[config.mk]
export PLATFORM = sky130hd
export DESIGN_NAME = uart_status_autobaud
export DESIGN_NICKNAME = d
export VERILOG_FILES = /design/src/uart_status_autobaud.v /design/src/uart_rx_frame.v /design/src/uart_tx_frame.v
export VERILOG_INCLUDE_DIRS = /design/src
export SDC_FILE = /design/constraint.sdc
export NUM_CORES = 1
export LEC_CHECK = 0
export ABC_CLOCK_PERIOD_IN_PS = 7500
export BUFFER_PORTS_ARGS = -buffer_cell sky130_fd_sc_hd__buf_2
export CAP_MARGIN = 20
export CORE_ASPECT_RATIO = 1.5
export CORE_MARGIN = 4
export CORE_UTILIZATION = 45
export CTS_BUF_LIST = sky130_fd_sc_hd__clkbuf_4
export DETAILED_ROUTE_END_ITERATION = 16
export HOLD_SLACK_MARGIN = 0.02
export PLACE_DENSITY = 0.63
export SKIP_CTS_REPAIR_TIMING = 1
export SYNTH_ARGS = -nofsm -noshare
export SYNTH_HDL_FRONTEND = slang
export SYNTH_SLANG_ARGS = --single-unit
export TNS_END_PERCENT = 10
[constraint.sdc]
create_clock -name clk -period 7.5 [get_ports clk]
set_clock_uncertainty 0.2 [all_clocks]
set_input_delay 1.125 -clock clk [delete_from_list [all_inputs] [get_ports clk]]
set_output_delay 1.125 -clock clk [all_outputs]
set_load 0.02 [all_outputs]
[src/uart_status_consts.vh]
// Offsets, field positions, reset values and timing counts of the serial port
`ifndef UART_STATUS_CONSTS_VH
`define UART_STATUS_CONSTS_VH
`define OFS_DATA 8'h00
`define OFS_IRQEN 8'h04
`define OFS_QCTRL 8'h08
`define OFS_LFMT 8'h0C
`define OFS_LSTAT 8'h14
`define OFS_SCRATCH 8'h1C
`define OFS_ABCTRL 8'h20
`define OFS_ABSTAT 8'h24
`define LS_RX_READY 0
`define LS_OE 1
`define LS_PARITY_ERR 2
`define LS_FRAMING_ERR 3
`define LS_BREAK 4
`define LS_HOLD_EMPTY 5
`define LS_TEMT 6
`define AB_START 0
`define AB_MODE 1
`define AB_REARM 2
`define AB_DONE_CLR 8
`define AB_TO_CLR 9
`define ABS_DONE 16
`define ABS_TO 17
`define LF_PAR_EN 3
`define LF_PSEL_LO 4
`define LF_PSEL_HI 5
`define PSEL_ODD 2'h0
`define PSEL_EVEN 2'h1
`define PSEL_ONE 2'h2
`define QEN_RESET 1'h1
`define ABCTRL_RESET 3'h0
`define TICK_LAST 8'h1A
`define MID_TICK 4'h7
`define LAST_TICK 4'hF
`define ABAUD_TIMEOUT 16'hFFFF
`define RXQ_DEPTH 16
`endif

[src/uart_status_autobaud.v]
// Serial port core: line status, scratch byte, auto-baud, receive queue
`default_nettype none
`include "uart_status_consts.vh"
module uart_status_autobaud #(
  parameter [15:0] ABAUD_TIMEOUT = `ABAUD_TIMEOUT
) (
  input wire clk,
  input wire rst_n,
  input wire psel,
  input wire penable,
  input wire pwrite,
  input wire [7:0] paddr,
  input wire [31:0] pwdata,
  output wire pready,
  output reg [31:0] prdata,
  output reg pslverr,
  input wire serial_rx_in,
  output wire serial_tx_out,
  output wire tx_hold_empty_irq
);
  localparam AB_IDLE = 4'b0001;
  localparam AB_ARM = 4'b0010;
  localparam AB_MEAS = 4'b0100;
  localparam AB_GAP = 4'b1000;

  // Address match, shared by read mux and write strobes
  function hit;
    input [7:0] a;
    input [7:0] ofs;
    begin
      hit = (a == ofs);
    end
  endfunction

  reg [2:0] sync_q;
  reg rx_line_q;
  reg rx_prev_q;
  reg [7:0] div_q;
  reg irq_en_q;
  reg queue_enable;
  reg [2:0] lfmt_q;
  reg [7:0] scratch_q;
  reg mode_q;
  reg rearm_q;
  reg [3:0] ab_st_q;
  reg [15:0] ab_cnt_q;
  reg [15:0] ab_res_q;
  reg baud_done_flag;
  reg baud_timeout_flag;
  reg [3:0] err_q;
  reg [4:0] qcnt_q;
  reg [3:0] wp_q;
  reg [3:0] rp_q;
  reg head_new_q;
  reg [31:0] rd_mux;

  wire rx_valid;
  wire [7:0] rx_data;
  wire rx_pe;
  wire rx_fe;
  wire rx_brk;
  wire tx_hold_empty_flag;
  wire temt;
  wire [`RXQ_DEPTH*11-1:0] mem_flat;

  // Zero-wait slave: read data is captured in setup, effects land in access
  wire setup = psel & ~penable;
  wire acc = psel & penable;
  wire wr = acc & pwrite;
  wire rd = acc & ~pwrite;
  assign pready = 1'b1;
  wire mapped = hit(paddr, `OFS_DATA) | hit(paddr, `OFS_IRQEN) |
                hit(paddr, `OFS_QCTRL) | hit(paddr, `OFS_LFMT) |
                hit(paddr, `OFS_LSTAT) | hit(paddr, `OFS_SCRATCH) |
                hit(paddr, `OFS_ABCTRL) | hit(paddr, `OFS_ABSTAT);
  wire ab_wr = wr & hit(paddr, `OFS_ABCTRL);

  // Line synchroniser: a change counts once stages two and three agree
  always @(posedge clk or negedge rst_n) begin
    if (!rst_n) begin
      sync_q <= 3'h7;
      rx_line_q <= 1'b1;
      rx_prev_q <= 1'b1;
    end else begin
      sync_q <= {sync_q[1:0], serial_rx_in};
      if (sync_q[1] == sync_q[2])
        rx_line_q <= sync_q[2];
      rx_prev_q <= rx_line_q;
    end
  end
  wire rx_fall = rx_prev_q & ~rx_line_q;
  wire rx_rise = ~rx_prev_q & rx_line_q;

  // Oversample enable, sixteen per bit time at a fixed divisor
  always @(posedge clk or negedge rst_n) begin
    if (!rst_n)
      div_q <= 8'h00;
    else if (div_q == `TICK_LAST)
      div_q <= 8'h00;
    else
      div_q <= div_q + 8'h01;
  end
  wire tick16 = (div_q == `TICK_LAST);

  uart_rx_frame u_rx (
    .clk(clk),
    .rst_n(rst_n),
    .tick16(tick16),
    .rx_line(rx_line_q),
    .parity_en(lfmt_q[0]),
    .parity_sel(lfmt_q[2:1]),
    .char_valid(rx_valid),
    .char_data(rx_data),
    .char_pe(rx_pe),
    .char_fe(rx_fe),
    .char_brk(rx_brk)
  );

  uart_tx_frame u_tx (
    .clk(clk),
    .rst_n(rst_n),
    .tick16(tick16),
    .hold_wr(wr & hit(paddr, `OFS_DATA)),
    .hold_data(pwdata[7:0]),
    .parity_en(lfmt_q[0]),
    .parity_sel(lfmt_q[2:1]),
    .serial_tx_out(serial_tx_out),
    .hold_empty(tx_hold_empty_flag),
    .tx_empty(temt)
  );

  assign tx_hold_empty_irq = tx_hold_empty_flag & irq_en_q;

  // Receive queue bookkeeping; a full queue drops the new character
  wire q_empty = (qcnt_q == 5'h00);
  wire q_full = (qcnt_q == `RXQ_DEPTH);
  wire push = rx_valid & ~q_full;
  wire overrun = rx_valid & q_full;
  wire pop = rd & hit(paddr, `OFS_DATA) & ~q_empty;
  wire [10:0] head = mem_flat[rp_q*11 +: 11];

  genvar gi;
  generate
    for (gi = 0; gi < `RXQ_DEPTH; gi = gi + 1) begin : g_ent
      reg [10:0] ent_q;
      always @(posedge clk or negedge rst_n) begin
        if (!rst_n)
          ent_q <= 11'h000;
        else if (push && wp_q == gi)
          ent_q <= {rx_brk, rx_fe, rx_pe, rx_data};
      end
      assign mem_flat[gi*11 +: 11] = ent_q;
    end
  endgenerate

  always @(posedge clk or negedge rst_n) begin
    if (!rst_n) begin
      qcnt_q <= 5'h00;
      wp_q <= 4'h0;
      rp_q <= 4'h0;
      head_new_q <= 1'b0;
    end else begin
      if (push)
        wp_q <= wp_q + 4'h1;
      if (pop)
        rp_q <= rp_q + 4'h1;
      if (push && !pop)
        qcnt_q <= qcnt_q + 5'h01;
      else if (pop && !push)
        qcnt_q <= qcnt_q - 5'h01;
      // A new character reaches the head: into an empty queue or after a pop
      head_new_q <= (push & q_empty) | (pop & ((qcnt_q != 5'h01) | push));
    end
  end

  // Error flags: queued mode reports char errors at head arrival, else at completion; overrun always at completion
  wire [2:0] head_err = head_new_q ? head[10:8] : 3'h0;
  wire [2:0] raw_err = rx_valid ? {rx_brk, rx_fe, rx_pe} : 3'h0;
  wire [3:0] err_set = {queue_enable ? head_err : raw_err, overrun};
  // Only bits software actually saw are cleared, so a fresh set survives
  wire ls_rd = rd & hit(paddr, `OFS_LSTAT);
  wire [3:0] err_clr = ls_rd ? prdata[`LS_BREAK:`LS_OE] : 4'h0;
  always @(posedge clk or negedge rst_n) begin
    if (!rst_n)
      err_q <= 4'h0;
    else
      err_q <= (err_q & ~err_clr) | err_set;
  end

  // Software-written configuration
  always @(posedge clk or negedge rst_n) begin
    if (!rst_n) begin
      irq_en_q <= 1'b0;
      queue_enable <= `QEN_RESET;
      lfmt_q <= 3'h0;
      scratch_q <= 8'h00;
      {rearm_q, mode_q} <= 2'h0;
    end else if (wr) begin
      if (hit(paddr, `OFS_IRQEN))
        irq_en_q <= pwdata[0];
      if (hit(paddr, `OFS_QCTRL))
        queue_enable <= pwdata[0];
      if (hit(paddr, `OFS_LFMT))
        lfmt_q <= pwdata[`LF_PSEL_HI:`LF_PAR_EN];
      if (hit(paddr, `OFS_SCRATCH))
        scratch_q <= pwdata[7:0];
      if (hit(paddr, `OFS_ABCTRL)) begin
        mode_q <= pwdata[`AB_MODE];
        rearm_q <= pwdata[`AB_REARM];
      end
    end
  end

  // Auto-baud measurement events
  wire ab_run = ~ab_st_q[0];
  wire ab_meas = ab_st_q[2] | ab_st_q[3];
  wire ab_end = (ab_st_q[2] & rx_rise & ~mode_q) | (ab_st_q[3] & rx_fall);
  wire ab_to = ab_meas & ~ab_end & (ab_cnt_q == ABAUD_TIMEOUT);

  // Measurement sequencer; mode 1 spans low then high up to next fall
  always @(posedge clk or negedge rst_n) begin
    if (!rst_n) begin
      ab_st_q <= AB_IDLE;
      ab_cnt_q <= 16'h0000;
      ab_res_q <= 16'h0000;
    end else begin
      if (ab_meas)
        ab_cnt_q <= ab_cnt_q + 16'h0001;
      case (ab_st_q)
        AB_IDLE: begin
          if (ab_wr && pwdata[`AB_START])
            ab_st_q <= AB_ARM;
        end
        AB_ARM: begin
          ab_cnt_q <= 16'h0000;
          if (rx_fall)
            ab_st_q <= AB_MEAS;
        end
        AB_MEAS: begin
          if (rx_rise)
            ab_st_q <= mode_q ? AB_GAP : AB_IDLE;
        end
        AB_GAP: begin
          if (rx_fall)
            ab_st_q <= AB_IDLE;
        end
        default: ab_st_q <= AB_IDLE;
      endcase
      if (ab_end)
        ab_res_q <= ab_cnt_q + 16'h0001;
      if (ab_to)
        ab_st_q <= rearm_q ? AB_ARM : AB_IDLE;
      // Writing zero to the run bit aborts a measurement
      if (ab_wr && !pwdata[`AB_START] && ab_run)
        ab_st_q <= AB_IDLE;
    end
  end

  // Sticky auto-baud flags; a new event outranks a clear in the same cycle
  always @(posedge clk or negedge rst_n) begin
    if (!rst_n) begin
      baud_done_flag <= 1'b0;
      baud_timeout_flag <= 1'b0;
    end else begin
      baud_done_flag <= ab_end |
        (baud_done_flag & ~(ab_wr & pwdata[`AB_DONE_CLR]));
      baud_timeout_flag <= ab_to |
        (baud_timeout_flag & ~(ab_wr & pwdata[`AB_TO_CLR]));
    end
  end

  // Read mux; clear bits of auto-baud control always read zero
  always @* begin
    rd_mux = 32'h00000000;
    if (hit(paddr, `OFS_DATA))
      rd_mux[7:0] = head[7:0];
    if (hit(paddr, `OFS_IRQEN))
      rd_mux[0] = irq_en_q;
    if (hit(paddr, `OFS_QCTRL))
      rd_mux[0] = queue_enable;
    if (hit(paddr, `OFS_LFMT))
      rd_mux[`LF_PSEL_HI:`LF_PAR_EN] = lfmt_q;
    if (hit(paddr, `OFS_LSTAT)) begin
      rd_mux[`LS_BREAK:`LS_OE] = err_q;
      rd_mux[`LS_RX_READY] = ~q_empty;
      rd_mux[`LS_HOLD_EMPTY] = tx_hold_empty_flag;
      rd_mux[`LS_TEMT] = temt;
    end
    if (hit(paddr, `OFS_SCRATCH))
      rd_mux[7:0] = scratch_q;
    if (hit(paddr, `OFS_ABCTRL))
      rd_mux[`AB_REARM:`AB_START] = {rearm_q, mode_q, ab_run};
    if (hit(paddr, `OFS_ABSTAT)) begin
      rd_mux[15:0] = ab_res_q;
      rd_mux[`ABS_DONE] = baud_done_flag;
      rd_mux[`ABS_TO] = baud_timeout_flag;
    end
  end

  // Answer is captured in setup and held through the access cycle
  always @(posedge clk or negedge rst_n) begin
    if (!rst_n) begin
      prdata <= 32'h00000000;
      pslverr <= 1'b0;
    end else if (setup) begin
      prdata <= pwrite ? 32'h00000000 : rd_mux;
      pslverr <= ~mapped;
    end
  end
endmodule // uart_status_autobaud
`default_nettype wire

[src/uart_rx_frame.v]
// Receive framer: 16x oversampled 8-bit character with optional parity
`default_nettype none
`include "uart_status_consts.vh"
module uart_rx_frame (
  input wire clk,
  input wire rst_n,
  input wire tick16,
  input wire rx_line,
  input wire parity_en,
  input wire [1:0] parity_sel,
  output reg char_valid,
  output reg [7:0] char_data,
  output reg char_pe,
  output reg char_fe,
  output reg char_brk
);
  localparam S_IDLE = 6'b000001;
  localparam S_START = 6'b000010;
  localparam S_DATA = 6'b000100;
  localparam S_PAR = 6'b001000;
  localparam S_STOP = 6'b010000;
  localparam S_BRKW = 6'b100000;
  reg [5:0] st_q;
  reg [3:0] cnt_q;
  reg [2:0] bitn_q;
  reg [7:0] rx_shift_reg;
  reg par_q;
  reg allz_q;
  reg exp_par;
  // Expected parity bit for the held character
  always @* begin
    case (parity_sel)
      `PSEL_ODD: exp_par = ~^rx_shift_reg;
      `PSEL_EVEN: exp_par = ^rx_shift_reg;
      `PSEL_ONE: exp_par = 1'b1;
      default: exp_par = 1'b0;
    endcase
  end
  wire bit_end = tick16 & (cnt_q == `LAST_TICK);
  // Framing state machine; counter steps once per oversample tick
  always @(posedge clk or negedge rst_n) begin
    if (!rst_n) begin
      st_q <= S_IDLE;
      cnt_q <= 4'h0;
      bitn_q <= 3'h0;
      rx_shift_reg <= 8'h00;
      par_q <= 1'b0;
      allz_q <= 1'b0;
      char_valid <= 1'b0;
      char_data <= 8'h00;
      char_pe <= 1'b0;
      char_fe <= 1'b0;
      char_brk <= 1'b0;
    end else begin
      char_valid <= 1'b0;
      if (tick16)
        cnt_q <= cnt_q + 4'h1;
      case (st_q)
        S_IDLE: begin
          cnt_q <= 4'h0;
          if (!rx_line)
            st_q <= S_START;
        end
        S_START: begin
          if (tick16 && cnt_q == `MID_TICK) begin
            cnt_q <= 4'h0;
            bitn_q <= 3'h0;
            allz_q <= 1'b1;
            st_q <= rx_line ? S_IDLE : S_DATA;
          end
        end
        S_DATA: begin
          if (bit_end) begin
            rx_shift_reg <= {rx_line, rx_shift_reg[7:1]};
            allz_q <= allz_q & ~rx_line;
            bitn_q <= bitn_q + 3'h1;
            if (bitn_q == 3'h7)
              st_q <= parity_en ? S_PAR : S_STOP;
          end
        end
        S_PAR: begin
          if (bit_end) begin
            par_q <= rx_line;
            allz_q <= allz_q & ~rx_line;
            st_q <= S_STOP;
          end
        end
        S_STOP: begin
          if (bit_end) begin
            char_valid <= 1'b1;
            char_data <= rx_shift_reg;
            char_pe <= parity_en & (par_q != exp_par);
            char_fe <= ~rx_line;
            char_brk <= allz_q & ~rx_line;
            cnt_q <= 4'h0;
            bitn_q <= 3'h0;
            allz_q <= 1'b1;
            if (allz_q && !rx_line)
              st_q <= S_BRKW;
            else if (!rx_line)
              st_q <= S_DATA;
            else
              st_q <= S_IDLE;
          end
        end
        S_BRKW: begin
          // Line must return to marking before a new start is hunted
          if (rx_line)
            st_q <= S_IDLE;
        end
        default: st_q <= S_IDLE;
      endcase
    end
  end
endmodule // uart_rx_frame
`default_nettype wire

[src/uart_tx_frame.v]
// Transmit holding register and shift register with optional parity
`default_nettype none
`include "uart_status_consts.vh"
module uart_tx_frame (
  input wire clk,
  input wire rst_n,
  input wire tick16,
  input wire hold_wr,
  input wire [7:0] hold_data,
  input wire parity_en,
  input wire [1:0] parity_sel,
  output wire serial_tx_out,
  output wire hold_empty,
  output wire tx_empty
);
  reg [7:0] tx_holding_reg;
  reg full_q;
  reg [10:0] tx_shift_reg;
  reg [3:0] left_q;
  reg [3:0] cnt_q;
  reg par;
  always @* begin
    case (parity_sel)
      `PSEL_ODD: par = ~^tx_holding_reg;
      `PSEL_EVEN: par = ^tx_holding_reg;
      `PSEL_ONE: par = 1'b1;
      default: par = 1'b0;
    endcase
  end
  wire busy = (left_q != 4'h0);
  wire load = full_q & ~busy;
  // A write in the load cycle refills the holder, so no character is lost
  always @(posedge clk or negedge rst_n) begin
    if (!rst_n) begin
      tx_holding_reg <= 8'h00;
      full_q <= 1'b0;
      tx_shift_reg <= 11'h7FF;
      left_q <= 4'h0;
      cnt_q <= 4'h0;
    end else begin
      if (hold_wr) begin
        tx_holding_reg <= hold_data;
        full_q <= 1'b1;
      end else if (load) begin
        full_q <= 1'b0;
      end
      if (load) begin
        tx_shift_reg <= parity_en ? {1'b1, par, tx_holding_reg, 1'b0}
                                  : {2'h3, tx_holding_reg, 1'b0};
        left_q <= parity_en ? 4'hB : 4'hA;
        cnt_q <= 4'h0;
      end else if (busy && tick16) begin
        cnt_q <= cnt_q + 4'h1;
        if (cnt_q == `LAST_TICK) begin
          tx_shift_reg <= {1'b1, tx_shift_reg[10:1]};
          left_q <= left_q - 4'h1;
        end
      end
    end
  end
  assign serial_tx_out = tx_shift_reg[0];
  assign hold_empty = ~full_q;
  assign tx_empty = ~full_q & ~busy;
endmodule // uart_tx_frame
`default_nettype wire

==> flow_metrics.py <==
metrics = {
    "yosys": {
        "yosys-mux-area-fraction_pct": 22.1,
        "synth_top_family_by_area": "multiplexers",
        "ys.flop_type": "dfrtp_1",
        "synth_fa_ha_area_share_pct": 1.51,
        "syn_area_per_cell_sq_um": 12.4,
        "synth_xor_xnor_area_share_pct": 2.94,
        "synth_area_leaders": "dfrtp_1, mux2_2, mux4_2",
        "synth_cell_type_count": 79,
        "netlist.area_leader.share_pct": 49.3,
        "async_flop_share_pct": 100,
        "synth-simple-area-share_pct": 10.7,
        "netlist_instances": 1324,
        "synth_edf_count": 0,
        "seq_area_frac_synth_pct": 52.2,
        "yosysWarnings": 0,
        "ys_seq_elements": 341,
        "synth_top_area_cell": "dfrtp_1",
        "syn_area_sq_um": 16400,
        "synth_compound_area_share_pct": 7.00,
    },
    "clock_tree": {
        "h-tree-depth": 3,
        "clk_pin_slew_worst_paths_ns": 0.07,
        "clockBufferDepth": 3,
        "cts_tree": "yes",
        "cts_buffers": 83,
        "root_buffer": "clkbuf_4",
        "clk_latency_ns": 0.76,
        "clock-sinks": 341,
    },
    "floorplanning": {
        "start_util_pct": 45.6,
        "dieArea_sq_um": 39600,
        "dieHeight_microns": 242,
        "dieWidth_microns": 164,
        "rows": 85,
        "core_region_area_sq_um": 35900,
        "io_pins": 82,
    },
    "final_layout": {
        "finalNetCount": 1441,
        "drive_gt1_share_pct": 33.8,
        "largest-register": "g_ent.ent_q",
        "largest_reg_flops": 176,
        "reg_top3": "g_ent.ent_q x176, prdata x18",
        "finalNonFillerCells": 1915,
        "area_delta_synth_final_pct": 9.15,
    },
    "pwr": {
        "swShare_pct": 24.2,
        "power_frac_clock_pct": 42.4,
        "p_total_mw": 3.53,
        "power_density_nw_per_um2": 197,
        "power.switching_mw": 0.854,
        "irDropWorstVdd_mv": 0.0787,
        "p_int_mw": 2.67,
        "seqPwrFrac_pct": 53.9,
        "share_comb_of_total_power_pct": 3.7,
        "leakagePower_nw": 8.34,
    },
    "worst_setup_path": {
        "path_common_cell": "nor4_4",
        "worstPathRequired_ns": 7.97,
        "critPathLaunchType": "primary input",
        "rrSetupSlack_ns": 4.46,
        "slowest_delay_ns": 0.54,
        "path_max_fanout": 8,
        "crit_chain": "buf_2 > nor4_4 > nand2_2 > nor4_4 > inv_1 > ha_1 > or4_1 > a21oi_1 > xor2_1",
        "cp_slowest_cell": "nor4_4",
        "crit_arrival_ns": 3.76,
        "crit_path_end_kind": "flop",
        "path_class": "primary input to flop",
    },
    "sta": {
        "fin_tns_setup_ns": 0,
        "fin_crit_sh_pct": 43.9,
        "period_minus_slack_ns": 3.29,
        "relSlewSlack_pct": 28.1,
        "fmax_mhz": 304,
        "rsz0062_at_grt": "false",
        "hold_viol": 0,
        "worst_slew_pin_slew_ns": 1.08,
        "layout_setup_ws_ns": 4.21,
        "final_max_slew_viol_count": 0,
        "setup_violations": 0,
    },
    "grt": {
        "overflow": 0,
        "grt_pass1_wl_microns": 60200,
        "grt_max_degree": 164,
        "grt_antenna_before_repair": 1,
        "grt.total_usage_pct": 19.2,
        "first_global_vias": 11200,
    },
    "detailed_routing": {
        "drtIter0Drc": 630,
        "via_per_inst": 5.60,
        "route.detailed.drc": 0,
        "num_vias": 10700,
        "ant_nets": 0,
        "dr.pass1.iters": 5,
        "drt_wl_total_microns": 37400,
        "wl_per_cell_microns": 19.5,
    },
    "run_status": {
        "status": "finished clean",
    },
    "placed_design": {
        "dp_cells": 1769,
        "portBuffers": 44,
        "place_congestion": 0.838,
        "preCtsSetupSlack_ns": 3.43,
        "dp_hpwl_microns": 24000,
    },
    "min_path": {
        "hp-class": "flop to flop",
    },
    "job": {
        "drv_cap": 0,
    },
}
[logic make-up after synthesis]
group / Yosys count
muxes: 284
and+or+nand+nor: 325
adders and majority gates: 20
xor gates and xnor gates: 55
other: 2
buffers and inverters: 122
AOI/OAI and AO/OA: 175
DFF: 341
[placed cells by master, fill, tap and decap left out, types with 6 or more instances in the layout]
master    instances
nor2_1           71
ha_1             19
a31oi_1          15
mux4_2           39
nand3_1          34
nand4_1          18
buf_4             9
nor3_1           16
xor2_1           20
mux2i_1          23
nand2_1         100
o221ai_1          6
a22o_1           14
clkbuf_4        118
dfstp_2          18
inv_1            20
o31ai_1           7
mux2_2          220
and3_1           11
nand2b_1          7
nor4_1            7
xnor2_1          35
and2_1            9
nor2b_1           7
buf_2            43
o21ai_0          45
clkinv_1         21
a22oi_1          13
conb_1           15
a21oi_1          35
dfrtp_1         322
[synth_stat cells (all sizes together) (6+ instances only)]
cell type / number
a21oi: 35
a22o: 14
a22oi: 13
a31oi: 15
and2: 11
and3: 11
buf: 63
clkbuf: 37
dfrtp: 323
dfstp: 18
ha: 19
inv: 22
mux2: 222
mux2i: 23
mux4: 39
nand2: 102
nand2b: 7
nand3: 34
nand4: 18
nor2: 72
nor2b: 7
nor3: 16
nor4: 13
o21ai: 46
o221ai: 6
o31ai: 7
xnor2: 35
xor2: 20
[power by group through the flow]
stage / combinational [mW] / clock [mW] / sequential, mW
floorplan: 0.0784 / 0 / 1.92
global placement: 0.130 / 0 / 1.93
detailed placement: 0.133 / 0 / 1.94
CTS: 0.134 / 1.55 / 1.90
global route: 0.148 / 1.65 / 1.90
finish: 0.130 / 1.49 / 1.90
[through the flow]
| stage | area [sq um] | utilization (%) | hold slack (ns) |
|---|---|---|---|
| 6_report | 17900 | 49.8 | 0.158 |
| 4_1_cts | 17900 | 49.7 | 0.159 |
| 3_5_place_dp | 16900 | 46.9 | 0.149 |
| 2_1_floorplan | 16400 | - | 0.145 |
| 3_3_place_gp | 16900 | 46.9 | 0.147 |
| 5_1_grt | 17900 | 49.8 | 0.166 |
[cell type report]
class | count | area (sq um)
fill | 3249 | 18100
inverter | 22 | 82.6
sequential | 341 | 8560
clock buffer | 118 | 886
tap | 478 | 598
timing repair buffer | 54 | 318
antenna | 1 | 2.50
multi-input combinational | 874 | 7310
clock inverter | 27 | 134
[critical path: cells and delay by family]
family / cells / cell delay (ns)
AO/OA/AOI/OAI: 1 / 0.19
XOR/XNOR: 1 / 0.15
adder cells (fa/ha/maj): 1 / 0.29
buffers and inverters: 2 / 0.27
AND/OR/NAND/NOR: 4 / 1.72
[path summary, 6_finish.rpt]
path	cells after the start	from	endpoint
max in group asynchronous	2	rst_n	prdata[13]
worst min register to register	0	sync_q[0]	sync_q[1]
worst min-delay path	0	sync_q[0]	sync_q[1]
worst max-delay path	9	paddr[4]	qcnt_q[3]
min in group asynchronous	1	rst_n	g_ent[10].ent_q[5]
worst max register to register	7	qcnt_q[0]	g_ent[12].ent_q[0]
[layer usage]
metal | GRT usage [%] | wire, microns | up-vias
li1 | - | - | 4934
met1 | 23.5 | 15200 | 5433
met2 | 32.8 | 19100 | 277
met3 | 3.56 | 1690 | 82
met4 | 8.76 | 1330 | 0
met5 | 0 | 0 | -
No activity file was read; power rests on OpenSTA's default activity.
